[src/hdl/plsr_pkg.sv]
package plsr_pkg;
  localparam int PLSR_WIDTH = 8;
  localparam int PLSR_BUF_DEPTH = 2;
  localparam int PLSR_SYNC_STAGES = 2;
  localparam logic [1:0] PLSR_MODE_LOAD = 2'h0;
  localparam logic [1:0] PLSR_MODE_SHIFT = 2'h1;
endpackage : plsr_pkg

[src/hdl/plsr_shift_register.sv]
`timescale 1ns/1ps
// Operation
// - Two modes, parallel load and serial shift, picked by the select level.
// - While select is low every stage takes its matching parallel input.
// - The load follows the inputs for as long as select stays low.
// - During load the true output shows the last input, the other its inverse.
// - With select high and no effective clock rise, all stages hold.
// - On an effective rise in shift mode, with the buffer not full, the first stage takes serial in.
// - On an effective rise in shift mode, with the buffer not full, each stage moves one place toward the output.
// - The true output follows the last stage and the inverted one its inverse.
// - Clock edges are ignored while inhibit is high.
// - Clock and inhibit are interchangeable; the effective clock is their OR.
// - Shift on clock rise with inhibit low or inhibit rise with clock low.
// - Stages have no defined value until the first parallel load.
module plsr_shift_register #(
  parameter int WIDTH = plsr_pkg::PLSR_WIDTH
) (
  input wire logic ref_clk,
  input wire logic rst_n,
  input wire logic shift_load_select,
  input wire logic shift_clock,
  input wire logic clock_inhibit,
  input wire logic serial_in,
  input wire logic [WIDTH-1:0] parallel_in,
  input wire logic out_ready,
  output logic out_valid,
  output logic out_bit,
  output logic serial_out,
  output logic serial_out_n,
  output logic stages_valid
);
  import plsr_pkg::*;

  // One-bit pointers and two sync flops; nothing else is served
  localparam bit cfg_bad = (WIDTH < 2) || (PLSR_BUF_DEPTH != 2)
    || (PLSR_SYNC_STAGES != 2);
  if (cfg_bad) begin : g_cfg_check
    $error("Unsupported width, buffer depth or sync length");
  end

  // Pins are asynchronous to ref_clk
  logic [PLSR_SYNC_STAGES-1:0] sel_sy_ff, clk_sy_ff, inh_sy_ff, ser_sy_ff;
  logic [WIDTH-1:0] par_s1_ff, par_s2_ff;
  logic eff_clk_prev_ff;
  logic [WIDTH-1:0] stage_ff, nxt_stage;
  logic loaded_ff, nxt_loaded;
  logic [0:0] buf_mem [PLSR_BUF_DEPTH];
  logic buf_wp_ff, buf_rp_ff;
  logic [1:0] buf_cnt_ff;

  always_ff @(posedge ref_clk) begin
    sel_sy_ff <= {sel_sy_ff[0], shift_load_select};
    clk_sy_ff <= {clk_sy_ff[0], shift_clock};
    inh_sy_ff <= {inh_sy_ff[0], clock_inhibit};
    ser_sy_ff <= {ser_sy_ff[0], serial_in};
    par_s1_ff <= parallel_in;
    par_s2_ff <= par_s1_ff;
  end

  wire sel_s = sel_sy_ff[1];
  wire ser_s = ser_sy_ff[1];
  wire [1:0] mode = sel_s ? PLSR_MODE_SHIFT : PLSR_MODE_LOAD;
  wire eff_clk = clk_sy_ff[1] | inh_sy_ff[1];
  wire eff_rise = eff_clk & ~eff_clk_prev_ff;
  wire buf_full = (buf_cnt_ff == 2'(PLSR_BUF_DEPTH));
  wire buf_empty = (buf_cnt_ff == 2'h0);
  wire shift_go = (mode == PLSR_MODE_SHIFT) && eff_rise && !buf_full;
  wire buf_push = shift_go;
  wire buf_pop = out_valid && out_ready;

  // One place toward the output, serial bit into the first stage
  function automatic logic [WIDTH-1:0] shift_one(
    input logic [WIDTH-1:0] cur,
    input logic ser
  );
    return {cur[WIDTH-2:0], ser};
  endfunction : shift_one

  // Edge lost only if the buffer is full; receiver must drain
  always_comb begin
    nxt_stage = stage_ff;
    nxt_loaded = loaded_ff;
    if (mode == PLSR_MODE_LOAD) begin
      nxt_stage = par_s2_ff;
      nxt_loaded = 1'b1;
    end else if (shift_go) begin
      nxt_stage = shift_one(stage_ff, ser_s);
    end
  end

  always_ff @(posedge ref_clk) begin
    eff_clk_prev_ff <= eff_clk;
    stage_ff <= nxt_stage; // no reset on the data path
    if (!rst_n) begin
      loaded_ff <= 1'b0;
    end else begin
      loaded_ff <= nxt_loaded;
    end
  end

  // Two-entry buffer of bits leaving the last stage
  always_ff @(posedge ref_clk) begin
    if (buf_push) begin
      buf_mem[buf_wp_ff] <= stage_ff[WIDTH-1];
    end
    if (!rst_n) begin
      buf_wp_ff <= 1'b0;
      buf_rp_ff <= 1'b0;
      buf_cnt_ff <= 2'h0;
    end else begin
      if (buf_push) buf_wp_ff <= ~buf_wp_ff;
      if (buf_pop) buf_rp_ff <= ~buf_rp_ff;
      buf_cnt_ff <= buf_cnt_ff + 2'(buf_push) - 2'(buf_pop);
    end
  end

  assign out_valid = !buf_empty;
  assign serial_out = stage_ff[WIDTH-1];
  assign serial_out_n = ~stage_ff[WIDTH-1];
  assign stages_valid = loaded_ff;

  // Head of the buffer; a mux of flops with no logic behind it
  assign out_bit = buf_mem[buf_rp_ff];
endmodule : plsr_shift_register
[config.mk]
export PLATFORM = sky130hd
export DESIGN_NAME = plsr_shift_register
export DESIGN_NICKNAME = d
export VERILOG_FILES = /design/src/hdl/plsr_pkg.sv /design/src/hdl/plsr_shift_register.sv
export SDC_FILE = /design/constraint.sdc
export NUM_CORES = 1
export LEC_CHECK = 0
export BUFFER_PORTS_ARGS = -buffer_cell sky130_fd_sc_hd__buf_4
export CAP_MARGIN = 20
export CORE_UTILIZATION = 52
export DETAILED_ROUTE_END_ITERATION = 8
export PLACE_DENSITY_LB_ADDON = 0.08
export SLEW_MARGIN = 20
export SYNTH_ARGS = -nofsm -noshare
export SYNTH_HDL_FRONTEND = slang
export SYNTH_SLANG_ARGS = --single-unit
[constraint.sdc]
create_clock -name ref_clk -period 2 [get_ports ref_clk]
set_clock_uncertainty 0.2 [all_clocks]
set_input_delay 0.4 -clock ref_clk [delete_from_list [all_inputs] [get_ports ref_clk]]
set_output_delay 0.4 -clock ref_clk [all_outputs]
set_load 0.02 [all_outputs]
# [After elaboration in Yosys (flattened, before gate mapping)]
# Memory sizes are Yosys's and may differ from the RTL's. A register that Yosys moved wholly into a read port is not among the register bits.
# Index checks and enable logic that the tools add are counted.
[totals] ff_bits=38 latch_bits=0 out_inout_bits=5 n_memories=1 mem_bits_ro=0 ramBits=2 wordCells=38
[mem_list] memory="buf_mem" depth=2 word_bits=1 rd=1 rd_ports_with_merged_regs=1 write_ports=1 line="plsr_shift_register.sv:47" rtl="logic [0:0] buf_mem [PLSR_BUF_DEPTH];"
[op_classes] mux=7 n_eq_ne=2 bitwise_logic=6 multipliers=0 reduce_logical=8 shifts=0 div_mod_pow=0 n_lt_le_gt_ge=0 add_sub_neg=2
[op_table] cell="$mux 8" count=2
[op_table] cell="$mux 1" count=5
[op_table] cell="$logic_not 2->1" count=2
[op_table] cell="$not 1->1" count=4
[op_table] cell="$logic_and 1x1->1" count=3
[op_table] cell="$add 2x1->2" count=1
[op_table] cell="$eq 2x2->1 const B" count=1
[op_table] cell="$logic_not 1->1" count=2
[op_table] cell="$reduce_bool 2->1" count=1
[op_table] cell="$sub 2x1->2" count=1
[op_table] cell="$and 1x1->1" count=1
[op_table] cell="$eq 1x1->1 const B" count=1
[op_table] cell="$or 1x1->1" count=1

# [Longest topological paths before layout]
# Gate-level depths: netlist of the first run.
[depth] ltp_word=6 ltp_mapped=8

# [Worst setup path before layout of the first run]
# No wires, ideal clock.
[synth_path] kind="flip-flop to flip-flop" start="register buf_cnt_ff[0]" end="register buf_cnt_ff[1]" path_stages_with_launch=9 required_ns=1.685 path_buffers=0 setup_slack_ns=0.213 arrival_ns=1.472 cell_sequence="dfxtp_1 nand2b_2 nand4b_4 ha_1 inv_1 ha_1 xnor2_1 xnor2_1 and2_1"
[synth_between] elab_chain_len=5 word_cells_on_any_way=8 cone_classes="add/sub: 2; eq/ne: 1; reduce/logical: 5"
[synth_rtl] item="from (decl)" line="plsr_shift_register.sv:49" rtl="logic [1:0] buf_cnt_ff;"
[synth_rtl] item="from (signal assigned)" line="plsr_shift_register.sv:113" rtl="buf_cnt_ff <= buf_cnt_ff + 2'(buf_push) - 2'(buf_pop);"
[synth_rtl] item="$eq 2x2->1" line="plsr_shift_register.sv:65" rtl="wire buf_full = (buf_cnt_ff == 2'(PLSR_BUF_DEPTH));"
[synth_rtl] item="$logic_not 1->1" line="plsr_shift_register.sv:67" rtl="wire shift_go = (mode == PLSR_MODE_SHIFT) && eff_rise && !buf_full;"
[synth_rtl] item="$logic_and 1x1->1" line="plsr_shift_register.sv:67"
[synth_rtl] item="$add 2x1->2" line="plsr_shift_register.sv:113"
[synth_rtl] item="$sub 2x1->2 (*)" line="plsr_shift_register.sv:113"
# Every way passes the cells marked *; elsewhere a longest branch is shown, timed or not.
# A chain may end at the register's enable or synchronous reset.

# [Worst setup path after layout of the first run]
# Same ends and word-level chain as after synthesis.

==> metrics.md, run 1 <==
| Metric | Value |
|---|---|
| Startpoint types | `flop` |
| Final-report setup violation count | `0` |
| Via/cell ratio | `4.50` |
| Grt met3 use | `8.18%` |
| Vias in the first global route | `653` |
| Cells after DPL | `123` |
| Met2 Usage GRT | `24.2%` |
| Total Routed Length | `1530 µm` |
| Layout cells sized above 1 | `35.7%` |
| Yosys warnings | `0` |
| R2R cell count | `8` |
| Initial core utilization | `55.0%` |
| Crit Reg-Reg Endpoint | `buf_cnt_ff[1]` |
| Clk_lat worst skew | `0.33 ns` |
| Top-area cell type share of the netlist area | `51.0%` |
| TritonCTS Buffers | `5` |
| CTS Sinks | `41` |
| Inserted Diodes | `0` |
| Design Area, Final | `1590 µm²` |
| Crit Path Category | `flop to flop` |
| Hold wc startpoint | `par_s1_ff[0]` |
| GRT Max-Usage Layer | `met2` |
| Clock Tree Buf Depth | `2` |
| Postcts setup bufs | `0` |
| Area delta synth->final | `30.4%` |
| Final Max Tran Viols | `0` |
| Syn_nets | `93` |
| Least-Margin Pin Slew | `0.322 ns` |
| Die ar. | `2540 µm²` |
| Slew HR | `78.5%` |
| RSZ-0062 raised after global routing | `false` |
| CTS root buf | `clkbuf_4` |
| Row count | `17` |
| Peak supply drop | `0.000799 V` |
| Outcome | `complete, no violations` |
| R2r startpoint | `buf_cnt_ff[0]` |
| Fillers | `164` |
| Setup Total Neg Slack | `0 ns` |
| Yosys cell types | `18` |
| Critical path peak fanout | `5` |
| Leakage | `0.677 nW` |
| Layout Cells excl Fill | `143` |
| Total iterations of the first detailed-routing run | `3` |
| Syn_area_per_cell | `16.0 µm²` |
| Post-Synthesis Cells | `76` |
| Final ANT Viol Nets | `0` |
| R2R Setup Slk | `0.16 ns` |
| Buffers added on ports | `19` |
| Critical path required time | `2.03 ns` |
| Area leader, netlist | `dfxtp_1` |
| CP Capture Type | `flop` |
| Fmax | `543 MHz` |
| H-tree depth | `2` |
| Final period util | `92.0%` |
| Hold WC Path Type | `flop to flop` |
| Post-DP Area | `1390 µm²` |
| Mapped Area | `1220 µm²` |
| Total global-route track usage | `14.3%` |
| Global-route wire length before repair | `2500 µm` |
| Detailed-route via count | `643` |
| Clock-pin slew on the worst setup and hold paths | `0.11 ns` |
| Final nets | `131` |
| CP arrival | `1.87 ns` |
| Dpl hpwl | `1030 µm` |
| Global Route met1 Usage | `13.7%` |
| CTS tree | `built` |
| Largest net degree at the start of global routing | `13` |
| Seq/Total Area, Yosys | `75.6%` |
| Hold Path Stages | `0` |
| IO Count | `20` |
| Die H | `50.4 µm` |
| Final Hold Fails | `0` |
| Core ar. | `2210 µm²` |
| P per Cell Area | `1060 nW/µm²` |
| Initial antenna violation count | `0` |
| Die width | `50.4 µm` |
| Maxcap violations | `0` |
| Synth Register Bits | `41` |
| Crit path time final | `1.84 ns` |
| Grt total ovfl | `0` |
| Wire per inst | `10.7 µm` |
| Drc violations | `0` |
| Iter 0 DRT Violations | `10` |
| Synth area leaders | `dfxtp_1, edfxtp_1, mux2_2` |
| Gpl congestion | `0.671` |
| Hold Path Sink | `par_s2_ff[0]` |
## cell families (layout without fill, tap and decap cells)
logic type,count (synthesis),in the layout,synth area share [%]
adders and majority gates,2,2,2.06
buffers and inverters,5,44,2.16
AOI/OAI and AO/OA,2,2,1.34
and+or+nand+nor,13,13,7.50
xor gates and xnor gates,3,3,2.16
muxes,10,10,9.15
DFF,41,41,75.6
## cells in the final DEF (no fill, tap or decap)
master         count
nand2b_2           1
nor2_1             2
nand4b_4           1
ha_1               2
nor2b_1            2
dfxtp_2            1
mux2_2             9
clkbuf_1           1
clkbuf_4           5
or2_2              1
inv_1              4
a21boi_0           1
and2_1             2
bufinv_16          1
clkinv_1           1
nand2_1            3
edfxtp_1          10
or2_4              1
dfxtp_1           30
dlygate4sd3_1     12
mux2i_1            1
buf_4             20
o21a_2             1
xnor2_1            3
## cell usage after synthesis, drive strengths merged
cell type and n:
mux2i 1, dfxtp 31, o21a 1, nor2b 2
or2 2, nor2 2, xnor2 3, mux2 9
nand2 3, buf 1, and2 2, nand2b 1
a21boi 1, edfxtp 10, nand4b 1, ha 2
inv 4
## cell type report
type	count	area, µm²	area share [%]
Timing Repair Buffer	32	270	17.0
Multi-Input combinational cell	30	270	17.0
Tap cell	28	35.0	2.21
Clock buffer	6	41.3	2.60
Clock inverter	2	33.8	2.13
Inverter	4	15.0	0.946
Sequential cell	41	922	58.1
## per-layer routing
metal | vias up | share of wire [%] | wire length [µm]
li1 | 328 | - | -
met5 | - | 0 | 0
met1 | 297 | 44 | 675
met4 | 0 | 0.65 | 10
met3 | 2 | 4.2 | 64
met2 | 16 | 51 | 776
## per-stage QoR
step | setup slack, ns | util (%) | power [W] | hold WS, ns
after floorplan | 0.213 | - | 0.00111 | 0.110
after global placement | 0.182 | 62.9 | 0.00118 | 0.110
after detailed placement | 0.128 | 62.9 | 0.00119 | 0.113
after CTS | 0.109 | 71.7 | 0.00170 | 0.106
after global routing | 0.0502 | 71.8 | 0.00177 | 0.113
final | 0.159 | 71.8 | 0.00168 | 0.132
## worst max-delay path, cell delays in order, from the launching register on
cell and delay, ns:
dfxtp_2 0.36, nand2b_2 0.14, nand4b_4 0.14, ha_1 0.30, inv_1 0.04, ha_1 0.18
xnor2_1 0.13, xnor2_1 0.12, and2_1 0.15
## how the worst max path moves through the flow
stage                                to           from  cells after the start  slack (ns)
after floorplan           buf_cnt_ff[1]  buf_cnt_ff[0]                      8        0.21
after global placement    buf_cnt_ff[1]  buf_cnt_ff[0]                      8        0.18
after detailed placement  buf_cnt_ff[1]  buf_cnt_ff[0]                      8        0.13
after CTS                 buf_cnt_ff[1]  buf_cnt_ff[0]                      8        0.11
after global routing      buf_cnt_ff[1]  buf_cnt_ff[0]                      8        0.05
final                     buf_cnt_ff[1]  buf_cnt_ff[0]                      8        0.16
## where the power goes
part	switching (W)	total, W	internal [W]
clock	0.000232	0.000492	0.000260
combinational	0.0000934	0.000228	0.000135
sequential	0.0000312	0.000956	0.000925
total	0.000356	0.00168	0.00132
## registers in the layout, summed over array words and instances, names as in the netlist, 2 cells and up, named ones only
register,cells
inh_sy_ff,2
sel_sy_ff,2
clk_sy_ff,2
par_s1_ff,8
stage_ff,8
par_s2_ff,8
buf_mem,2
buf_cnt_ff,2
ser_sy_ff,2
## timing repair
action | in CTS | in global routing
hold buffers | 12 | 0
gates resized for setup | 0 | 1
hold endpoints to repair | 12 | 0
setup endpoints to repair | 0 | 1
(Power assumes the default switching activity.)
==> run 2, diff against run 1 <==
--- a/config.mk
+++ b/config.mk
@@ -5,11 +5,13 @@
 export SDC_FILE = /design/constraint.sdc
 export NUM_CORES = 1
 export LEC_CHECK = 0
+export ABC_AREA = 1
 export BUFFER_PORTS_ARGS = -buffer_cell sky130_fd_sc_hd__buf_4
 export CAP_MARGIN = 20
 export CORE_UTILIZATION = 52
+export CTS_CLUSTER_SIZE = 40
 export DETAILED_ROUTE_END_ITERATION = 8
-export PLACE_DENSITY_LB_ADDON = 0.08
+export PLACE_DENSITY_LB_ADDON = 0.3
 export SLEW_MARGIN = 20
 export SYNTH_ARGS = -nofsm -noshare
 export SYNTH_HDL_FRONTEND = slang
==> metrics.md, run 2 <==
| Metric | Value |
|---|---|
| Number of synthesized flops with an enable pin | `10 (unchanged)` |
| Sw frac | `25.1% (was 21.3%)` |
| Gpl congestion | `0.764 (was 0.671)` |
| R2R cell count | `10 (was 8)` |
| Largest net degree at the start of global routing | `14 (was 13)` |
| Final nets | `163 (was 131)` |
| R2r startpoint | `sel_sy_ff[1] (was buf_cnt_ff[0])` |
| Clk_lat worst skew | `0.34 ns (was 0.33 ns)` |
| Area leader, netlist | `dfxtp_1 (unchanged)` |
| Syn_area_per_cell | `11.3 µm² (was 16.0 µm²)` |
| Fmax | `554 MHz (was 543 MHz)` |
| Most common cell after layout, fill and taps aside | `nand2_1 (was dfxtp_1)` |
| Setup Total Neg Slack | `0 ns (unchanged)` |
| Wire per inst | `10.2 µm (was 10.7 µm)` |
| Clock Tree Buf Depth | `2 (unchanged)` |
| Total global-route track usage | `18.4% (was 14.3%)` |
| H-tree depth | `2 (unchanged)` |
| Post-synth top cells | `nand2_1, dfxtp_1, inv_1 (was dfxtp_1, edfxtp_1, mux2_2)` |
| Fillers | `161 (was 164)` |
| Core ar. | `2210 µm² (unchanged)` |
| Initial core utilization | `55.3% (was 55.0%)` |
| Die width | `50.5 µm (was 50.4 µm)` |
| CTS root buf | `clkbuf_4 (unchanged)` |
| Initial antenna violation count | `0 (unchanged)` |
| Via/cell ratio | `4.63 (was 4.50)` |
| Seq/Total Area, Yosys | `75.3% (was 75.6%)` |
| Crit Reg-Reg Endpoint | `buf_cnt_ff[1] (unchanged)` |
| Total iterations of the first detailed-routing run | `4 (was 3)` |
| Vias in the first global route | `825 (was 653)` |
| Die ar. | `2550 µm² (was 2540 µm²)` |
| Inserted Diodes | `0 (unchanged)` |
| Grt total ovfl | `0 (unchanged)` |
| Most common cell in the netlist | `nand2_1 (was dfxtp_1)` |
| Peak supply drop | `0.000717 V (was 0.000799 V)` |
| Startpoint types | `flop (unchanged)` |
| Die H | `50.5 µm (was 50.4 µm)` |
| Postcts setup bufs | `0 (unchanged)` |
| Hold wc startpoint | `rst_n (was par_s1_ff[0])` |
| Area delta synth->final | `29.4% (was 30.4%)` |
| Leakage | `0.755 nW (was 0.677 nW)` |
| Detailed-route via count | `810 (was 643)` |
| Slew HR | `76.5% (was 78.5%)` |
| Final period util | `90.3% (was 92.0%)` |
| Hold Path Sink | `buf_cnt_ff[0] (was par_s2_ff[0])` |
| Drc violations | `0 (unchanged)` |
| Commonest non-fill, non-tap cells in the layout | `nand2_1, dfxtp_1, buf_4 (was dfxtp_1, buf_4, dlygate4sd3_1)` |
| Switching power | `0.000408 W (was 0.000356 W)` |
| Maxcap violations | `0 (unchanged)` |
| Final Max Tran Viols | `0 (unchanged)` |
| Syn_nets | `125 (was 93)` |
| Least-Margin Pin Slew | `0.351 ns (was 0.322 ns)` |
| Crit path time final | `1.81 ns (was 1.84 ns)` |
| Final ANT Viol Nets | `0 (unchanged)` |
| Async S/R FF share, synth | `0% (unchanged)` |
| Synth area leaders | `dfxtp_1, edfxtp_1, nand2_1 (was dfxtp_1, edfxtp_1, mux2_2)` |
| Tot Pwr | `0.00163 W (was 0.00168 W)` |
| Dpl hpwl | `1200 µm (was 1030 µm)` |
| Top-area cell type share of the netlist area | `50.7% (was 51.0%)` |
| Crit Path Category | `flop to flop (unchanged)` |
| TritonCTS Buffers | `5 (unchanged)` |
| Final Hold Fails | `0 (unchanged)` |
| Hold WC Path Type | `primary input to flop (was flop to flop)` |
| Clock-pin slew on the worst setup and hold paths | `0.11 ns (about the same)` |
| CP arrival | `1.85 ns (was 1.87 ns)` |
| Global-route wire length before repair | `3150 µm (was 2500 µm)` |
| P per Cell Area | `1030 nW/µm² (was 1060 nW/µm²)` |
| RSZ-0062 raised after global routing | `false (unchanged)` |
| R2R Setup Slk | `0.19 ns (was 0.16 ns)` |
| Row count | `17 (unchanged)` |
| Logic gate share of total power | `15.2% (was 13.6%)` |
| Hold Path Stages | `3 (was 0)` |
| Primary FF master, synth | `dfxtp_1 (unchanged)` |
| Post-Synthesis Cells | `108 (was 76)` |
| Yosys cell types | `14 (was 18)` |
| Critical path required time | `2.05 ns (was 2.03 ns)` |
| Critical path peak fanout | `10 (was 5)` |
| Top Registers | `par_s1_ff x8, par_s2_ff x8, stage_ff x8 (unchanged)` |
| Synth Register Bits | `41 (unchanged)` |
| Outcome | `complete, no violations (unchanged)` |
| Clock Power Share | `25.6% (was 29.4%)` |
| Layout cells sized above 1 | `21.1% (was 35.7%)` |
| Final-report setup violation count | `0 (unchanged)` |
| Buffers added on ports | `19 (unchanged)` |
| Iter 0 DRT Violations | `10 (unchanged)` |
| CTS resizes | `0 (unchanged)` |
| Hold Buf Count CTS | `12 (unchanged)` |
| CTS tree | `built (unchanged)` |
| Mapped Area | `1220 µm² (about the same)` |
| CTS Sinks | `41 (unchanged)` |
| IO Count | `20 (unchanged)` |
| Yosys warnings | `0 (unchanged)` |
| Total Routed Length | `1790 µm (was 1530 µm)` |
| CP Capture Type | `flop (unchanged)` |
| Sequential power share | `59.2% (was 57.0%)` |
| Int Power | `0.00122 W (was 0.00132 W)` |
## run 2: kinds of logic after synthesis
kind of cell	share of synthesized area [%]
simple gates	15.5
flops	75.3
buf+inv	4.29
compound gates	1.23
fa+ha+maj	2.04
xor+xnor	0.716
mux	0.920
## run 2: area by class of cell
type                            count  area (µm²)  area share (%)
Sequential cell                    41         921            58.1
Timing Repair Buffer               32         270            17.1
Multi-Input combinational cell     54         250            15.8
Clock buffer                        7        55.1            3.48
Inverter                           12        45.0            2.84
Tap cell                           28        35.0            2.21
Clock inverter                      1        7.51           0.474
## run 2: per-stage QoR
step	setup WS, ns	instance area, µm²	cells	hold slack, ns	utilization (%)
after floorplan	0.329	1220	108	0.110	-
after global routing	0.0221	1580	175	0.0922	71.6
after detailed placement	0.193	1400	155	0.114	63.3
after CTS	0.174	1580	175	0.0675	71.6
final	0.194	1580	175	0.0819	71.6
after global placement	0.262	1400	155	0.110	63.3
## run 2: worst max-delay path, stage by stage (launching register included)
cell and delay (ns):
dfxtp_1 0.36, inv_2 0.09, nor2_2 0.10, nand3_2 0.10
ha_1 0.29, inv_1 0.04, ha_1 0.18, xnor2_1 0.19
nand2_1 0.08, nand2_1 0.06, nor2_1 0.03
## run 2: worst max-delay path by stage
stage,from,end,slack [ns],depth (start not counted)
2_1_floorplan,sel_sy_ff[1],buf_cnt_ff[1],0.33,10
3_3_place_gp,out_ready,buf_cnt_ff[1],0.26,9
3_5_place_dp,sel_sy_ff[1],buf_cnt_ff[1],0.19,10
4_1_cts,sel_sy_ff[1],buf_cnt_ff[1],0.17,10
5_1_grt,buf_cnt_ff[0],buf_cnt_ff[1],0.02,10
6_report,sel_sy_ff[1],buf_cnt_ff[1],0.19,10
## run 2: power groups by stage
| stage | combinational, W | clock [W] | sequential, W |
|---|---|---|---|
| 2_1_floorplan | 0.000149 | 0 | 0.000978 |
| 3_3_place_gp | 0.000220 | 0 | 0.000980 |
| 3_5_place_dp | 0.000231 | 0 | 0.000985 |
| 4_1_cts | 0.000250 | 0.000436 | 0.000966 |
| 5_1_grt | 0.000281 | 0.000468 | 0.000973 |
| 6_report | 0.000247 | 0.000417 | 0.000964 |
## run 2: routing by layer
metal  part of all wire [%]  GRT usage [%]  routed length [µm]  vias to the layer above
li1                       -              -                   -                      408
met1                     36           16.2                 650                      365
met2                     53           31.8                 947                       25
met3                    5.0           6.36                  90                       12
met4                    5.4           17.6                  97                        0
met5                      0              0                   0                        -
